--- config.mk ---
export PLATFORM = sky130hd
export DESIGN_NAME = watchdog_timer_halfwarn
export DESIGN_NICKNAME = d
export VERILOG_FILES = /design/src/hdl/wdt_halfwarn_pkg.sv /design/src/hdl/watchdog_timer_halfwarn.sv
export VERILOG_INCLUDE_DIRS = /design/src /design/src/hdl
export SDC_FILE = /design/constraint.sdc
export NUM_CORES = 1
export LEC_CHECK = 0
export ABC_AREA = 1
export BUFFER_PORTS_ARGS = -buffer_cell sky130_fd_sc_hd__clkbuf_2
export CAP_MARGIN = 20
export CORE_MARGIN = 2
export CORE_UTILIZATION = 30
export DETAILED_ROUTE_END_ITERATION = 10
export GPL_ROUTABILITY_DRIVEN = 0
export PLACE_DENSITY = 0.51
export SYNTH_ARGS = -nofsm -noshare
export SYNTH_HDL_FRONTEND = slang
export SYNTH_SLANG_ARGS = --single-unit
--- constraint.sdc ---
create_clock -name i_clk -period 1.5 [get_ports i_clk]
set_clock_uncertainty 0.15 [all_clocks]
set_input_delay 0.15 -clock i_clk [delete_from_list [all_inputs] [get_ports i_clk]]
set_output_delay 0.15 -clock i_clk [all_outputs]
set_load 0.01 [all_outputs]
--- src/hdl/wdt_halfwarn_params.svh ---
/*
 * register offsets, field positions, reset values and timing counts of the
 * half-warning watchdog.
 * assumes an 8-bit register port with 16-bit addresses.
 */
`ifndef WDT_HALFWARN_PARAMS_SVH
`define WDT_HALFWARN_PARAMS_SVH

// ----------------------------------------------------------------
// register offsets
// ----------------------------------------------------------------
`define WDT_CONFIG_OFFSET      16'hf100
`define WDT_FLAGS_OFFSET       16'hf101
`define WDT_COMPARE_OFFSET     16'hf102
`define WDT_IRQ_MASK_OFFSET    16'hf103
`define WDT_COUNT_LO_OFFSET    16'hf104
`define WDT_COUNT_HI_OFFSET    16'hf105

// ----------------------------------------------------------------
// field positions
// ----------------------------------------------------------------
`define WDT_CLEAR_BIT          0
`define WDT_HALF_IRQ_EN_BIT    1
`define WDT_ENABLE_BIT         3
`define WDT_OVF_FLAG_BIT       0
`define WDT_HALF_FLAG_BIT      1

// ----------------------------------------------------------------
// reset values
// ----------------------------------------------------------------
`define WDT_CONFIG_RESET       8'h00
`define WDT_FLAGS_RESET        2'b00
`define WDT_COMPARE_RESET      8'h00

// ----------------------------------------------------------------
// timing
// ----------------------------------------------------------------
`define WDT_SYS_CLK_HZ         40000000
`define WDT_OSC_HZ             32768
`define WDT_OSC_DIV_CYCLES     (`WDT_SYS_CLK_HZ / (2 * `WDT_OSC_HZ))
`define WDT_TICKS_PER_STEP     256

`endif

--- src/hdl/wdt_halfwarn_pkg.sv ---
/*
 * types of the half-warning watchdog.
 * assumes the params header is included by the design file.
 */
package wdt_halfwarn_pkg;

    typedef logic [7:0]  byte_type;
    typedef logic [15:0] addr_type;

    typedef enum logic [1:0]
    {
        run_idle_type   = 2'b00,
        run_count_type  = 2'b01,
        run_reset_type  = 2'b10
    } run_state_type;

endpackage

--- src/hdl/watchdog_timer_halfwarn.sv ---
/*
 * half-warning watchdog: 16-bit up counter on a 32 kHz tick, half-way warning
 * interrupt, overflow chip reset with a flag that outlives that reset.
 * assumes a plain register port on i_clk, an oscillator tick pin from another
 * domain, and a power-on reset on i_arst_n only (chip reset is an output).
 */
`timescale 1ns/1ps
`include "wdt_halfwarn_params.svh"

module watchdog_timer_halfwarn
#(
    parameter int OSC_DIV_CYCLES = `WDT_OSC_DIV_CYCLES
)
(
    // clock and reset
    input  wire logic                       i_clk,
    input  wire logic                       i_arst_n,
    // oscillator input from outside
    input  wire logic                       i_osc_32k,
    input  wire logic                       i_osc_use_pin,
    // register port
    input  wire wdt_halfwarn_pkg::addr_type i_addr,
    input  wire wdt_halfwarn_pkg::byte_type i_wdata,
    input  wire logic                       i_wr,
    input  wire logic                       i_rd,
    output      wdt_halfwarn_pkg::byte_type o_rdata,
    // global interrupt controls
    input  wire logic                       i_global_watchdog_irq_enable,
    input  wire logic                       i_irq_ack,
    // system outputs
    output      logic                       o_global_watchdog_pending,
    output      logic                       o_irq,
    output      logic                       o_wakeup,
    output      logic                       o_chip_reset
);
    import wdt_halfwarn_pkg::*;

    initial
    begin
        if (OSC_DIV_CYCLES < 1 || OSC_DIV_CYCLES > 65535)
        begin
            $error("OSC_DIV_CYCLES out of range");
        end
    end

    // ----------------------------------------------------------------
    // state
    // ----------------------------------------------------------------
    typedef struct packed
    {
        logic [1:0]    osc_sync;
        logic          osc_last;
        logic [15:0]   div_cnt;
        logic [15:0]   count;
        logic          watchdog_enable_bit;
        logic          half_overflow_irq_enable;
        logic          half_overflow_flag;
        logic          overflow_reset_flag;
        byte_type      watchdog_compare_value;
        logic [1:0]    irq_mask;
        logic          global_watchdog_pending;
        logic          half_hit_last;
        logic          wakeup;
        logic          chip_reset;
        run_state_type run;
        byte_type      rdata;
    } state_type;

    state_type state_reg;
    state_type state_next;

    // ----------------------------------------------------------------
    // helpers
    // ----------------------------------------------------------------
    function automatic logic hit(input addr_type a, input addr_type off);
        hit = (a == off);
    endfunction

    logic     tick;
    logic     half_hit;
    logic     full_hit;
    logic     clear_cmd;
    logic     wr_cfg;
    logic     wr_flg;
    byte_type half_value;
    logic [1:0] flags;

    // ----------------------------------------------------------------
    // next state
    // ----------------------------------------------------------------
    always_comb
    begin
        state_next = state_reg;

        // oscillator tick: pin edge after two flops, or divided system clock
        state_next.osc_sync = {state_reg.osc_sync[0], i_osc_32k};
        state_next.osc_last = state_reg.osc_sync[1];
        tick = 1'b0;
        if (i_osc_use_pin)
        begin
            tick = state_reg.osc_sync[1] & ~state_reg.osc_last;
            state_next.div_cnt = 16'h0000;
        end
        else if (state_reg.div_cnt >= 16'(2 * OSC_DIV_CYCLES - 1))
        begin
            tick = 1'b1;
            state_next.div_cnt = 16'h0000;
        end
        else
        begin
            state_next.div_cnt = state_reg.div_cnt + 16'h0001;
        end

        wr_cfg    = i_wr && hit(i_addr, `WDT_CONFIG_OFFSET);
        wr_flg    = i_wr && hit(i_addr, `WDT_FLAGS_OFFSET);
        clear_cmd = wr_cfg && i_wdata[`WDT_CLEAR_BIT];
        half_value = {1'b0, state_reg.watchdog_compare_value[7:1]};
        half_hit  = state_reg.watchdog_enable_bit
                    && (state_reg.count[15:8] == half_value);
        full_hit  = state_reg.watchdog_enable_bit
                    && (state_reg.count[15:8] == state_reg.watchdog_compare_value);
        state_next.half_hit_last = half_hit;
        state_next.wakeup = 1'b0;

        // register writes
        if (wr_cfg)
        begin
            state_next.watchdog_enable_bit      = i_wdata[`WDT_ENABLE_BIT];
            state_next.half_overflow_irq_enable = i_wdata[`WDT_HALF_IRQ_EN_BIT];
        end
        if (i_wr && hit(i_addr, `WDT_COMPARE_OFFSET))
        begin
            state_next.watchdog_compare_value = i_wdata;
        end
        if (i_wr && hit(i_addr, `WDT_IRQ_MASK_OFFSET))
        begin
            state_next.irq_mask = i_wdata[1:0];
        end

        // write-one-to-clear flags, clear bit clears both
        if (wr_flg && i_wdata[`WDT_HALF_FLAG_BIT])
        begin
            state_next.half_overflow_flag = 1'b0;
        end
        if (wr_flg && i_wdata[`WDT_OVF_FLAG_BIT])
        begin
            state_next.overflow_reset_flag = 1'b0;
        end
        if (clear_cmd)
        begin
            state_next.half_overflow_flag  = 1'b0;
            state_next.overflow_reset_flag = 1'b0;
        end

        // counter
        if (clear_cmd)
        begin
            state_next.count = 16'h0000;
        end
        else if (state_reg.watchdog_enable_bit && tick)
        begin
            state_next.count = state_reg.count + 16'h0001;
        end

        // state machine: overflow drives the chip reset for one cycle
        case (state_reg.run)
            run_idle_type:
            begin
                state_next.chip_reset = 1'b0;
                if (state_reg.watchdog_enable_bit)
                begin
                    state_next.run = run_count_type;
                end
            end
            run_count_type:
            begin
                state_next.chip_reset = 1'b0;
                if (!state_reg.watchdog_enable_bit)
                begin
                    state_next.run = run_idle_type;
                end
                else if (full_hit && !clear_cmd)
                begin
                    state_next.overflow_reset_flag = 1'b1;
                    state_next.chip_reset          = 1'b1;
                    state_next.run                 = run_reset_type;
                end
            end
            run_reset_type:
            begin
                // chip reset restores control state, keeps overflow flag
                state_next.chip_reset               = 1'b0;
                state_next.count                    = 16'h0000;
                state_next.watchdog_enable_bit      = 1'b0;
                state_next.half_overflow_irq_enable = 1'b0;
                state_next.half_overflow_flag       = 1'b0;
                state_next.watchdog_compare_value   = `WDT_COMPARE_RESET;
                state_next.irq_mask                 = 2'b00;
                state_next.global_watchdog_pending  = 1'b0;
                state_next.run                      = run_idle_type;
            end
            default:
            begin
                state_next.chip_reset = 1'b0;
                state_next.run        = run_idle_type;
            end
        endcase

        // half-way event on entry to the match, set wins over ack and flag write, clear bit wins over set
        if (state_reg.run == run_count_type && half_hit && !state_reg.half_hit_last
            && !clear_cmd)
        begin
            if (state_reg.half_overflow_irq_enable)
            begin
                state_next.half_overflow_flag = 1'b1;
            end
            state_next.wakeup = 1'b1;
            if (state_reg.half_overflow_irq_enable && i_global_watchdog_irq_enable)
            begin
                state_next.global_watchdog_pending = 1'b1;
            end
        end
        else if (i_irq_ack)
        begin
            state_next.global_watchdog_pending = 1'b0;
        end

        // read data, one cycle after the strobe
        flags = {state_reg.half_overflow_flag, state_reg.overflow_reset_flag};
        state_next.rdata = 8'h00;
        if (i_rd)
        begin
            case (i_addr)
                `WDT_CONFIG_OFFSET:
                begin
                    state_next.rdata = {4'h0, state_reg.watchdog_enable_bit, 1'b0,
                                        state_reg.half_overflow_irq_enable, 1'b0};
                end
                `WDT_FLAGS_OFFSET:    state_next.rdata = {6'b00_0000, flags};
                `WDT_COMPARE_OFFSET:  state_next.rdata = state_reg.watchdog_compare_value;
                `WDT_IRQ_MASK_OFFSET: state_next.rdata = {6'b00_0000, state_reg.irq_mask};
                `WDT_COUNT_LO_OFFSET: state_next.rdata = state_reg.count[7:0];
                `WDT_COUNT_HI_OFFSET: state_next.rdata = state_reg.count[15:8];
                default:              state_next.rdata = 8'h00;
            endcase
        end
    end

    // ----------------------------------------------------------------
    // registers
    // ----------------------------------------------------------------
    always_ff @(posedge i_clk or negedge i_arst_n)
    begin
        if (!i_arst_n)
        begin
            state_reg <= '0;
        end
        else
        begin
            state_reg <= state_next;
        end
    end

    // ----------------------------------------------------------------
    // outputs
    // ----------------------------------------------------------------
    assign o_rdata                   = state_reg.rdata;
    assign o_global_watchdog_pending = state_reg.global_watchdog_pending;
    assign o_irq        = |({state_reg.half_overflow_flag, state_reg.overflow_reset_flag}
                            & state_reg.irq_mask);
    assign o_wakeup     = state_reg.wakeup;
    assign o_chip_reset = state_reg.chip_reset;

endmodule

==> metrics list, run 1 <==
- Antenna fix cells: 0
- The core region is between 10000 and 15000 um2.
* HP Class: in -> reg
- Die width: between 100 and 150 um
- FF-to-FF End: state_reg[31]$_DFFE_PN0P_
- Total setup violations reported at the end of the flow: 21
- The critical path goes through nor2_2 -> nand2_1 -> nor2_1 -> nand3_2 -> nand3_2 -> nand2_4 -> buf_12 -> nor2_4 -> nand2_1 -> nand2_1.
- Fraction of final layout cells with drive strength greater than 1: between 30% and 40%
- Worst path slowest cell: sky130_fd_sc_hd__dfrtp_1
- The register with the most flip-flops in the layout has 41 of them.
- Cell area after placement: slightly below 5000 um2
- Worst path buffer plus inverter count: 1
* Max cap viols: 0
* Grt met2 use: between 20 and 30%
- In this run the worst setup path terminates at state_reg[31]$_DFFE_PN0P_.
- Leading cell type by number of instances after synthesis: sky130_fd_sc_hd__nand2_1
- VDD sags by at most between 0.0003 and 0.0004 V.
- Per-cell via count in the routed design: 4.56
* Effective utilization at floorplan: 30.5%
* Vias in the first global route: between 3k and 4k
- The flow ran to the end, but the final reports show violations.
* Count of standard-cell rows: ~40
- From synthesis to final layout, the design area changed by 41.9%.
- Global routing used a little over a fifth of the available met1 tracks.
* Syn avg cell area: roughly 7.5 um2
- The worst register-to-register path begins at state_reg[53]$_DFF_PN0_.
- For this run, the number of Yosys warnings is 0.
- Height of the chip: approximately 120 um
- Global-route wire length before repair: 18.1 mm
- Summed over all layers, the global routing overflow is 0.
- Clock-pin slew was measured on the worst setup and hold paths at about 0.060 ns.
- Max incr delay on CP: a little under 0.4 ns
* CP Data Arrival Time: roughly 1.8 ns
- For this run, the detailed router's first-pass iteration total came to 4.
- Routing layer with the top usage in global route: met2
- Including well taps, the total number of placed cells is slightly below 800.
* Register-to-register setup slack: -0.15 ns
- RSZ-0062 raised after global routing: true
- On the critical path the largest part of the delay comes from simple AND/OR/NAND/NOR gates.
* Total stage count of the critical path: 10
- Synthesis instantiated about 40 different standard cells from the library.
- On the final layout, the worst hold slack is between 0.015 and 0.02 ns.
- Root cell of the clock tree: sky130_fd_sc_hd__clkbuf_16
* Post-Route WL: around 11 mm
* TritonCTS Buffers: 9
- Summed over all instances, the cell type with the most area after synthesis is sky130_fd_sc_hd__dfrtp_1.
* Most frequent cells after synthesis: sky130_fd_sc_hd__nand2_1 (130), sky130_fd_sc_hd__nor2_1 (73), sky130_fd_sc_hd__dfrtp_1 (63), sky130_fd_sc_hd__inv_1 (49), sky130_fd_sc_hd__nand3_1 (48)
- The share of synthesized area in the top cell type comes to between 40% and 50%.
- Final core occ: between 40% and 50%
* Static leakage: between 2 and 3 nW
- For this run, the leading register cell type out of synthesis is sky130_fd_sc_hd__dfrtp_1.
- Starting DRT DRC Count: between 200 and 250
* DRC violation count after routing: 0
- Final hold violations: 0
- After synthesis, the cell types taking the most area are sky130_fd_sc_hd__dfrtp_1 (41%), sky130_fd_sc_hd__nand2_1 (13%), sky130_fd_sc_hd__nor2_1 (7.2%).
- Clock tree synthesis found a total of between 60 and 70 sinks.
- Areal power density over the cells: between 700 and 800 nW/um2
- Synthesis-stage register bit count: 63
- Share of synthesized area occupied by flip-flops and latches: 41.3%
* Largest driver fanout on the critical path: 8
- In this run the remaining antenna-violating nets after routing total 0.
* Data required time at the worst endpoint: 1.62 ns
- For this run, global-route usage on met3 was measured as between 2 and 2.5%.
* Final cell area excluding filler cells: 5410 um2
- TritonCTS built the clock tree.
* Boundary Pins: 44
- Net count, final: 685
- Total GRT Usage: 16.9%
- Initial antenna violation count: 0
- Critical path startpoint: state_reg[53]$_DFF_PN0_
- Most frequent cell on the critical path: sky130_fd_sc_hd__nand2_1
* Shortest clock period the worst path allows after layout: 1.65 ns
- In the synthesized netlist the async set-or-reset flop fraction comes to 100%.
- The worst setup path is captured at a flip-flop.
- Cell Area, Synth: approximately 3800 um2
* H-tree depth: 3
* DPL Wire Length: 8.02 mm
- Maximum number of pins on one net before global-route repair: 64
- Die area: ~14000 um2
- The final critical path takes up 110% of the cycle.
* Final std cells w/o fill: around 830
* Peak Freq: just over 600 MHz
- Input and output buffers added on the ports amount to 43.
- Overall via count from detail_route: between 3k and 4k
* Critical setup path kind: reg -> reg
- Routed len/inst: approximately 13 um
- Worst R2R Path Depth: 10
- Yosys mapped a number of flops with a built-in enable equal to 0.
* Type of origin of the critical path: flip-flop
* Instance count of the mapped netlist: approximately 510
* Clk_lat worst skew: around 0.33 ns
- Post-layout worst setup margin: -0.146 ns
- Failing checks: setup timing
* Pre-CTS WS: -0.150 ns
* Max Transition Viols Final: 0
- Maximum number of buffers from clock root to sink: 2
timing repair:
item                       CTS  global route
setup endpoints to repair   28            42
setup buffers                3             2
cloned                       0             1
hold buffers                12             0
pin swaps                    3            14
gates resized for setup     14            21
hold endpoints to repair    83             0
tightest hold or removal path: stages:
cell,delay [ns]
sky130_fd_sc_hd__clkbuf_2,0.13
sky130_fd_sc_hd__nand2_1,0.10
sky130_fd_sc_hd__o21ai_1,0.07
placed cells by master, fill, tap and decap left out, types with 11 or more instances in the layout:
| cell | instances |
|---|---|
| sky130_fd_sc_hd__dlygate4sd3_1 | 12 |
| sky130_fd_sc_hd__o21ai_0 | 13 |
| sky130_fd_sc_hd__nor2_1 | 64 |
| sky130_fd_sc_hd__inv_1 | 45 |
| sky130_fd_sc_hd__xor2_1 | 11 |
| sky130_fd_sc_hd__nand3_1 | 43 |
| sky130_fd_sc_hd__nand3_2 | 15 |
| sky130_fd_sc_hd__nor2_2 | 16 |
| sky130_fd_sc_hd__clkbuf_2 | 43 |
| sky130_fd_sc_hd__nand2_1 | 126 |
| sky130_fd_sc_hd__buf_4 | 85 |
| sky130_fd_sc_hd__dfrtp_1 | 62 |
| sky130_fd_sc_hd__o21ai_1 | 11 |
| sky130_fd_sc_hd__nor3_1 | 11 |
cell families after synthesis:
kind of cell / Yosys count / share of synthesized area [%]
adder cells (fa/ha/maj): 2 / 0.656
AND/OR/NAND/NOR: 315 / 39.7
buffers and inverters: 77 / 9.19
AO/OA/AOI/OAI: 38 / 5.54
flip-flops: 63 / 41.3
XOR/XNOR: 15 / 3.44
other: 1 / 0.0983
worst min-delay path by stage:
stage	startpoint	endpoint	slack, ns	cells after the start
after floorplan	i_arst_n	flags[0]$_DFF_PN0_	-0.30	0
after global placement	i_arst_n	state_reg[47]$_DFF_PN0_	0.04	2
after detailed placement	i_arst_n	state_reg[48]$_DFF_PN0_	0.04	2
after CTS	i_wdata[0]	flags[0]$_DFF_PN0_	0.02	4
after global routing	i_wdata[0]	state_reg[16]$_DFFE_PN0P_	0.04	3
final	i_wdata[0]	state_reg[16]$_DFFE_PN0P_	0.02	3
routing by layer:
layer / routed length (um) / share of wire (%) / up-vias
met2: 5300 / 49 / 98
met5: 0 / 0 / -
met1: 4980 / 46 / 1759
met4: 162 / 1.5 / 0
met3: 444 / 4.1 / 13
li1: - / - / 1902
power breakdown:
part | internal, mW | switching, mW
clock network | 1.17 | 0.818
registers | 1.71 | 0.00588
logic | 0.0881 | 0.115
total | 2.97 | 0.939
area by class of cell:
type / count / area [um2]
clock inverters: 6 / 43.8
multi-input cells: 375 / 2030
repair buffers: 146 / 1090
well taps: 172 / 215
fillers: 1272 / 7100
clock buffers: 10 / 239
inverters: 56 / 213
flip-flops and latches: 63 / 1580
through the flow:
step | setup TNS, ns | power, mW
2_1_floorplan | -0.130 | 1.80
4_1_cts | -1.82 | 3.95
3_5_place_dp | -3.34 | 1.93
3_3_place_gp | -2.19 | 1.93
5_1_grt | -4.87 | 4.05
6_report | -1.64 | 3.91
No activity file was read; power rests on OpenSTA's default activity.
==> inputs of run 2 (changes only) <==
--- a/config.mk
+++ b/config.mk
@@ -13,7 +13,8 @@
 export CORE_UTILIZATION = 30
 export DETAILED_ROUTE_END_ITERATION = 10
 export GPL_ROUTABILITY_DRIVEN = 0
-export PLACE_DENSITY = 0.51
+export MAX_ROUTING_LAYER = met4
+export PLACE_DENSITY = 0.5
 export SYNTH_ARGS = -nofsm -noshare
 export SYNTH_HDL_FRONTEND = slang
 export SYNTH_SLANG_ARGS = --single-unit
==> constraint.sdc (replaced) <==
create_clock -name i_clk -period 1.8 [get_ports i_clk]
set_clock_uncertainty 0.15 [all_clocks]
set_input_delay 0.18 -clock i_clk [delete_from_list [all_inputs] [get_ports i_clk]]
set_output_delay 0.18 -clock i_clk [all_outputs]
set_load 0.01 [all_outputs]
==> run 2 against run 1 <==
Against the previous run: the flow now finishes without violations; clock-buffer cell count is 2 higher; largest cell class unchanged; clock power is 2% lower; combinational power is 25% lower; wire length is 4.2% lower; highest routed layer unchanged.
==> metrics list, run 2 (synthesis results as in run 1) <==
* Clock sink total: 63
* DPL Wire Length: 7.64 mm
- Count of standard-cell rows: 41
- Of the total power, the share spent switching nets is a little over a fifth.
- Routed len/inst: ~14 um
- The tool flagged a number of max-cap violations equal to 0.
- No sink is reached through more buffers than the 2 on the longest clock path.
* Total of fill cells in the finished design: between 1k and 1.5k
* Vias in the first global route: around 3.4k
- The die covers 13600 um2.
- Total GRT Usage: between 10% and 20%
* Clock edge transition at the registers on the reported setup and hold paths: 0.06 ns
- Max FFs per register: 41
- After routing the design area is slightly below 5000 um2.
* Standard cell core area: between 10000 and 15000 um2
- Initial DRT Pass Iterations: 4
* Largest driver fanout on the critical path: 10
- Cells with a size suffix above 1 make up between 20% and 30% of the layout.
* Maximum VDD drop: approximately 0.00035 V
- Clock network power share: a little under three fifths
* Met2 layer wire length in the routed design: slightly below 5 mm
* Count of input and output buffers: 43
- Summed over all nets, wire length on met3 after detailed routing comes to ~540 um.
* Most frequent cells in the layout: sky130_fd_sc_hd__nand2_1 (126), sky130_fd_sc_hd__nor2_1 (72), sky130_fd_sc_hd__dfrtp_1 (60), sky130_fd_sc_hd__inv_1 (49), sky130_fd_sc_hd__nand3_1 (45)
- Die width: 117 um
- Net count, final: around 620
- Counting the buffers created by CTS gives 9.
* Gate power share: under 10%
- The die is around 120 um tall.
- Number of cells after detailed placement: 731
- HP Class: in -> reg
- In this run, flip-flops and latches consume 40.5% of the power.
* Total overflow reported by the global router: 0
* Net switching power of the design: about 750 uW
- 44 I/O pins were placed.
* Highest routed metal layer: met4
- The flow ran to the end, and the final reports show no timing, DRC or antenna violations.
* Layout overhead on the synthesized area: 29.3%
* Global-route wire length before repair: 16.7 mm
- Cells fill between 30% and 40% of the core in the end.
- Maximum number of pins on one net before global-route repair: 64
* Antenna fix cells: 0
* Internal Power: 2.78 mW
- Initial antenna violation count: 0
- Post-route antenna net violation count: 0
- Part of the cycle the worst path needs: approximately 95%
* Root cell of the clock tree: sky130_fd_sc_hd__clkbuf_16
- Pre-CTS WS: -0.0151 ns
- The final layout contains routed wiring with a total length of roughly 10 mm.
- Critical setup path kind: reg -> reg
* DRC violation count after routing: 0
* Commonest non-fill, non-tap cell in the layout: sky130_fd_sc_hd__nand2_1
* Nature of the critical path endpoint: flip-flop
- TritonCTS built the clock tree.
* Post-layout worst setup margin: around 0.090 ns
* Data required time at the worst endpoint: 1.88 ns
- Peak Freq: slightly below 600 MHz
- The count of cells in the finished layout, fillers not included, comes to 764.
- At the later pin of the worst-skew pair, clock insertion delay measures 0.33 ns.
- Register-to-register setup slack: 0.09 ns
- Overall via count from detail_route: between 3k and 4k
* Final hold violations: 0
* Effective utilization at floorplan: just over 30%
* Post-Route M1 WL: roughly 4.9 mm
- In this run the static leakage power is approximately 2.4 nW.
* Areal power density over the cells: slightly above 700 nW/um2
- Setup violations remaining at the end of the flow were counted as 0.
- Per-cell via count in the routed design: roughly 4.6
* Shortest clock period the worst path allows after layout: roughly 1.7 ns
- The H-tree generated during clock tree synthesis spans 3 levels.
- Cell area after placement: 4320 um2
- Starting DRT DRC Count: approximately 200
- The number of max-slew violations in the final report came to 0.
- The worst setup path is launched from a flip-flop.
* CP Data Arrival Time: roughly 1.8 ns
-- run 2: layer usage --
| layer | global-route usage [%] | up-vias |
|---|---|---|
| li1 | - | 1766 |
| met1 | 21.5 | 1643 |
| met2 | 25.8 | 106 |
| met3 | 3.06 | 22 |
| met4 | 6.20 | 0 |
| met5 | - | - |
-- run 2: power groups by stage --
| stage | Combinational, mW | Clock (mW) | Sequential (mW) |
|---|---|---|---|
| global route | 0.172 | 2.05 | 1.43 |
| floorplan | 0.0446 | 0 | 1.46 |
| global placement | 0.133 | 0 | 1.46 |
| detailed placement | 0.136 | 0 | 1.46 |
| CTS | 0.155 | 1.99 | 1.43 |
| finish | 0.152 | 1.95 | 1.43 |
-- run 2: cell type report --
class                   count  area, um2  area share (%)
repair buffers             82        636            12.9
well taps                 172        215            4.36
clock buffers              12        256            5.20
clock inverters             4       76.3            1.55
flip-flops and latches     63       1580            32.0
inverters                  56        213            4.31
multi-input cells         375       1960            39.7
-- run 2: repair_timing --
action | 4_1_cts | 5_1_grt
resized for setup | 1 | 16
hold endpoints to repair | 74 | 0
hold buffers | 11 | 0
endpoints found under the setup margin | 8 | 16
pin swaps | 0 | 3
setup buffers | 0 | 4
gates cloned | 1 | 1
-- run 2: critical path: stages (launching register included) --
cell,delay [ns]
sky130_fd_sc_hd__dfrtp_1,0.40
sky130_fd_sc_hd__nor2_1,0.14
sky130_fd_sc_hd__nand2_1,0.07
sky130_fd_sc_hd__nor2_1,0.11
sky130_fd_sc_hd__nand3_2,0.08
sky130_fd_sc_hd__nand3_2,0.09
sky130_fd_sc_hd__nand2_4,0.09
sky130_fd_sc_hd__buf_12,0.17
sky130_fd_sc_hd__buf_16,0.14
sky130_fd_sc_hd__nor2_1,0.11
sky130_fd_sc_hd__nor2_1,0.05
-- run 2: worst paths after layout --
| kind | from | end | depth (start not counted) |
|---|---|---|---|
| worst max-delay path | state_reg[53]$_DFF_PN0_ | state_reg[42]$_DFFE_PN0P_ | 10 |
| worst min register to register | state_next[62]$_DFF_PN0_ | state_next[60]$_DFF_PN0_ | 0 |
| min in group asynchronous | i_arst_n | state_reg[50]$_DFF_PN0_ | 3 |
| max in group asynchronous | i_arst_n | state_reg[36]$_DFFE_PN0P_ | 3 |
| worst min-delay path | i_global_watchdog_irq_enable | o_global_watchdog_pending$_DFF_PN0_ | 5 |
| worst max register to register | state_reg[53]$_DFF_PN0_ | state_reg[42]$_DFFE_PN0P_ | 10 |
-- run 2: stage by stage --
stage	power, mW	setup TNS, ns	hold WS [ns]
CTS	3.57	0	0.0454
floorplan	1.50	0	-0.266
global route	3.66	-0.00293	0.0868
global placement	1.59	0	0.0771
detailed placement	1.59	-0.0294	0.0813
finish	3.53	0	0.0408
==> inputs of run 3 (changes only) <==
--- a/config.mk
+++ b/config.mk
@@ -6,15 +6,15 @@
 export SDC_FILE = /design/constraint.sdc
 export NUM_CORES = 1
 export LEC_CHECK = 0
-export ABC_AREA = 1
 export BUFFER_PORTS_ARGS = -buffer_cell sky130_fd_sc_hd__clkbuf_2
 export CAP_MARGIN = 20
 export CORE_MARGIN = 2
-export CORE_UTILIZATION = 30
+export CORE_UTILIZATION = 57
 export DETAILED_ROUTE_END_ITERATION = 10
 export GPL_ROUTABILITY_DRIVEN = 0
+export GPL_TIMING_DRIVEN = 0
 export MAX_ROUTING_LAYER = met4
-export PLACE_DENSITY = 0.5
+export PLACE_DENSITY = 0.82
 export SYNTH_ARGS = -nofsm -noshare
 export SYNTH_HDL_FRONTEND = slang
 export SYNTH_SLANG_ARGS = --single-unit
==> run 3 against run 2 <==
Against the previous run: the run now ends with setup timing left; global-route usage grew 7.9 points; clock-buffer cell count is the same; synthesized cell count shrank 37%; sequential power is essentially flat; synthesized area shrank 14%; clock power shrank 48%; worst setup slack lost 0.11 ns; core utilization grew 33 points; largest power group is now sequential cells; highest routed layer unchanged.
==> metrics list, run 3 <==
* Ys flop type: sky130_fd_sc_hd__dfrtp_1
- The cell count after synthesis came out at 320.
- Clock tree from TritonCTS: built
- The most critical setup path has its startpoint at state_reg[30]$_DFFE_PN0P_.
- The worst setup path is of the reg -> reg kind.
- In this run the critical register-to-register path is captured at state_reg[39]$_DFFE_PN0P_.
- In this run the horizontal extent of the chip is roughly 80 um.
* Fraction of final layout cells with drive strength greater than 1: 27.6%
- The number of global-route vias before repair was ~2.4k.
* Largest driver fanout on the critical path: 7
* Commonest non-fill, non-tap cell in the layout: sky130_fd_sc_hd__dfrtp_1
- Setup violations remaining at the end of the flow were counted as 1.
- Root cell of the clock tree: sky130_fd_sc_hd__clkbuf_8
- Syn avg cell area: a little over 10 um2
* Leading cell type by number of instances after synthesis: sky130_fd_sc_hd__dfrtp_1
* Total GRT Usage: between 20% and 30%
- Final cell area excluding filler cells: between 4000 and 5000 um2
* Max Transition Viols Final: 0
- Areal power density over the cells: ~640 nW/um2
- Clock sink total: 63
* DPL Wire Length: slightly below 5 mm
- The multi-input combinational cells in the finished layout cover a total of 1700 um2.
- The die covers 6380 um2.
- Maximum VDD drop: 0.000583 V
- Total of fill cells in the finished design: slightly above 400
- Type of origin of the critical path: flip-flop
- The biggest area contributor in the post-synthesis netlist is sky130_fd_sc_hd__dfrtp_1.
- Prior to clock tree synthesis, the placed netlist has a worst setup slack of -0.348 ns.
- At the pin with the least slew margin, the transition time is a little over 0.8 ns.
- Static leakage: 1.77 nW
- Synthesis inferred 63 register bits.
* Synthesis warning total: 0
* Count of input and output buffers: 40
- Starting DRT DRC Count: 211
* Total overflow reported by the global router: 0
- Initial antenna violation count: 0
- For this run, design rule violations remaining after detail routing come to 0.
* Max_slew headroom: between 40 and 50%
- Across the run, the number of max-cap violations was 0.
- For this block, the routed nets add up to around 7.2 mm of wire.
- Clk_lat worst skew: about 0.35 ns
- Shortest clock period the worst path allows after layout: ~1.8 ns
- In the finished design, the share of the clock period the worst path needs comes to 101%.
- FF-to-FF Start: state_reg[30]$_DFFE_PN0P_
* Most frequent cells after synthesis: sky130_fd_sc_hd__dfrtp_1 (63), sky130_fd_sc_hd__nor2_1 (52), sky130_fd_sc_hd__xnor2_1 (19), sky130_fd_sc_hd__nand2_1 (17), sky130_fd_sc_hd__nand3_1 (16)
* Maximum number of buffers from clock root to sink: 2
- Failing checks: setup timing
* Cell area after placement: around 3600 um2
* HP Class: in -> reg
- Register-to-register setup slack: -0.02 ns
- Post-layout worst setup margin: -0.0203 ns
* Cell Area, Synth: between 3000 and 4000 um2
- By area the synthesized netlist is led by sky130_fd_sc_hd__dfrtp_1 (48%), sky130_fd_sc_hd__nor2_1 (5.9%), sky130_fd_sc_hd__xnor2_1 (5.1%).
* Post-route antenna net violation count: 0
* Effective utilization at floorplan: around three fifths
- Standard cell core area: approximately 5500 um2
- The critical path goes through nand3_1 -> a211oi_4 -> o21ai_4 -> or4_1 -> nand2_1.
* Share of synthesized area occupied by flip-flops and latches: about half
- The flow ran to the end, but the final reports show violations.
* RSZ-0062 raised after global routing: true
- Max incr delay on CP: roughly 0.48 ns
* Overall via count from detail_route: 2634
- Net count, final: 424
- Antenna fix cells: 0
- The final hold violation count came to 0.
- Share of the synthesized area in the top cell type: around half
* EDFF count, synth: 0
- Compared with the post-synthesis result, the final layout area differs by 22.5%.
- Termination of the worst setup path: state_reg[39]$_DFFE_PN0P_
- During I/O placement, the number of pins put on the boundary was 44.
* Proportion of register bits with asynchronous set or reset after synthesis: 100%
* Count of standard-cell rows: 27
* Maximum number of pins on one net before global-route repair: 64
* Worst R2R Path Depth: 5
- The first detailed-routing pass ran for 4 iterations.
- Global-route wire length before repair: ~12 mm
- The register with the most flip-flops in the layout has between 40 and 50 of them.
- Launch instance of the worst min-delay path: i_wdata[2]
- At the worst endpoint, the required time is 1.92 ns.
- The slowest stage of the critical path belongs to the cell sky130_fd_sc_hd__dfrtp_1.
* Most frequent cells in the layout: sky130_fd_sc_hd__dfrtp_1 (62), sky130_fd_sc_hd__nor2_1 (52), sky130_fd_sc_hd__clkbuf_2 (39), sky130_fd_sc_hd__xnor2_1 (19), sky130_fd_sc_hd__nand2_1 (17)
- At the worst endpoint, the arrival time is 1.94 ns.
- Routed len/inst: 15.3 um
- Clock-pin slew was measured on the worst setup and hold paths at 0.08 ns.
* Height of the chip: 79.9 um
- The worst setup path is captured at a flip-flop.
- The H-tree was split into 3 levels.
- Number of library cell types mapped by synthesis: 49
- Total Negative Setup Slacks: -0.0203 ns
- Per-cell via count in the routed design: ~5.6
- Sequential cell area: approximately 1600 um2
* TritonCTS Buffers: 9
- Peak Freq: 549 MHz
-- run 3: cell count changes after synthesis, moves of 13 or more --
cell,change
sky130_fd_sc_hd__inv_1,-45
sky130_fd_sc_hd__xnor2_1,+15
sky130_fd_sc_hd__nand2_1,-113
sky130_fd_sc_hd__nand3_1,-32
sky130_fd_sc_hd__mux2i_1,+13
sky130_fd_sc_hd__nor2_1,-21
-- run 3: cell families (layout without fill, tap and decap cells) --
kind of cell / count (synthesis) / after routing / synth area share [%]
flops: 63 / 63 / 48.1
buf+inv: 23 / 94 / 3.70
mux: 23 / 23 / 7.74
fa+ha+maj: 2 / 2 / 0.763
compound gates: 44 / 44 / 9.27
other cells: 1 / 5 / 0.114
xor+xnor: 32 / 32 / 8.54
simple gates: 132 / 132 / 21.8
-- run 3: how the worst min path moves through the flow --
stage | endpoint | depth (start not counted)
6_report | half_value[1]$_DFFE_PN0P_ | 3
5_1_grt | half_value[1]$_DFFE_PN0P_ | 3
4_1_cts | state_reg[26]$_DFFE_PN0P_ | 3
3_5_place_dp | state_next[62]$_DFF_PN0_ | 1
3_3_place_gp | state_next[62]$_DFF_PN0_ | 1
2_1_floorplan | flags[0]$_DFF_PN0_ | 0
-- run 3: report_power, final --
part | total (mW) | internal, mW | switching (mW)
combinational | 0.127 | 0.0540 | 0.0727
clock | 1.01 | 0.493 | 0.522
sequential | 1.43 | 1.43 | 0.00561
total | 2.57 | 1.97 | 0.600
-- run 3: cell type report --
| cell class | count | area share (%) |
|---|---|---|
| buffer | 15 | 2.52 |
| clock buffer | 12 | 3.36 |
| clock inverter | 4 | 0.561 |
| inverter | 4 | 0.374 |
| multi-input combinational | 238 | 42.3 |
| sequential | 63 | 39.3 |
| tap | 72 | 2.24 |
| timing repair buffer | 59 | 9.41 |
-- run 3: repair_timing --
item,in CTS,in global routing
resized for setup,13,7
pin swaps,5,11
endpoints found under the hold margin,74,0
setup endpoints to repair,30,26
hold buffers,10,0
buffers inserted,5,4
-- run 3: worst max-delay path: cells and delay by family (launching register included) --
family          cells  cell delay, ns
compound gates      2            0.41
flops               1            0.48
simple gates        3            0.70
-- run 3: metal layers --
layer | routed length, um | track usage [%] | up-vias | part of all wire [%]
met5 | 0 | - | - | 0
met4 | 138 | 10.2 | 0 | 1.9
met1 | 3260 | 34.8 | 1256 | 46
met2 | 3300 | 34.5 | 100 | 46
met3 | 453 | 4.86 | 14 | 6.3
li1 | - | - | 1264 | -
-- run 3: stage by stage --
stage / hold slack (ns) / cells / util (%) / power (mW)
global placement: 0.141 / 436 / 65.0 / 1.56
CTS: 0.0160 / 464 / 71.2 / 2.59
floorplan: -0.266 / 324 / - / 1.49
finish: 0.0245 / 467 / 72.5 / 2.57
detailed placement: 0.140 / 436 / 65.0 / 1.56
global route: 0.0163 / 467 / 72.5 / 2.66
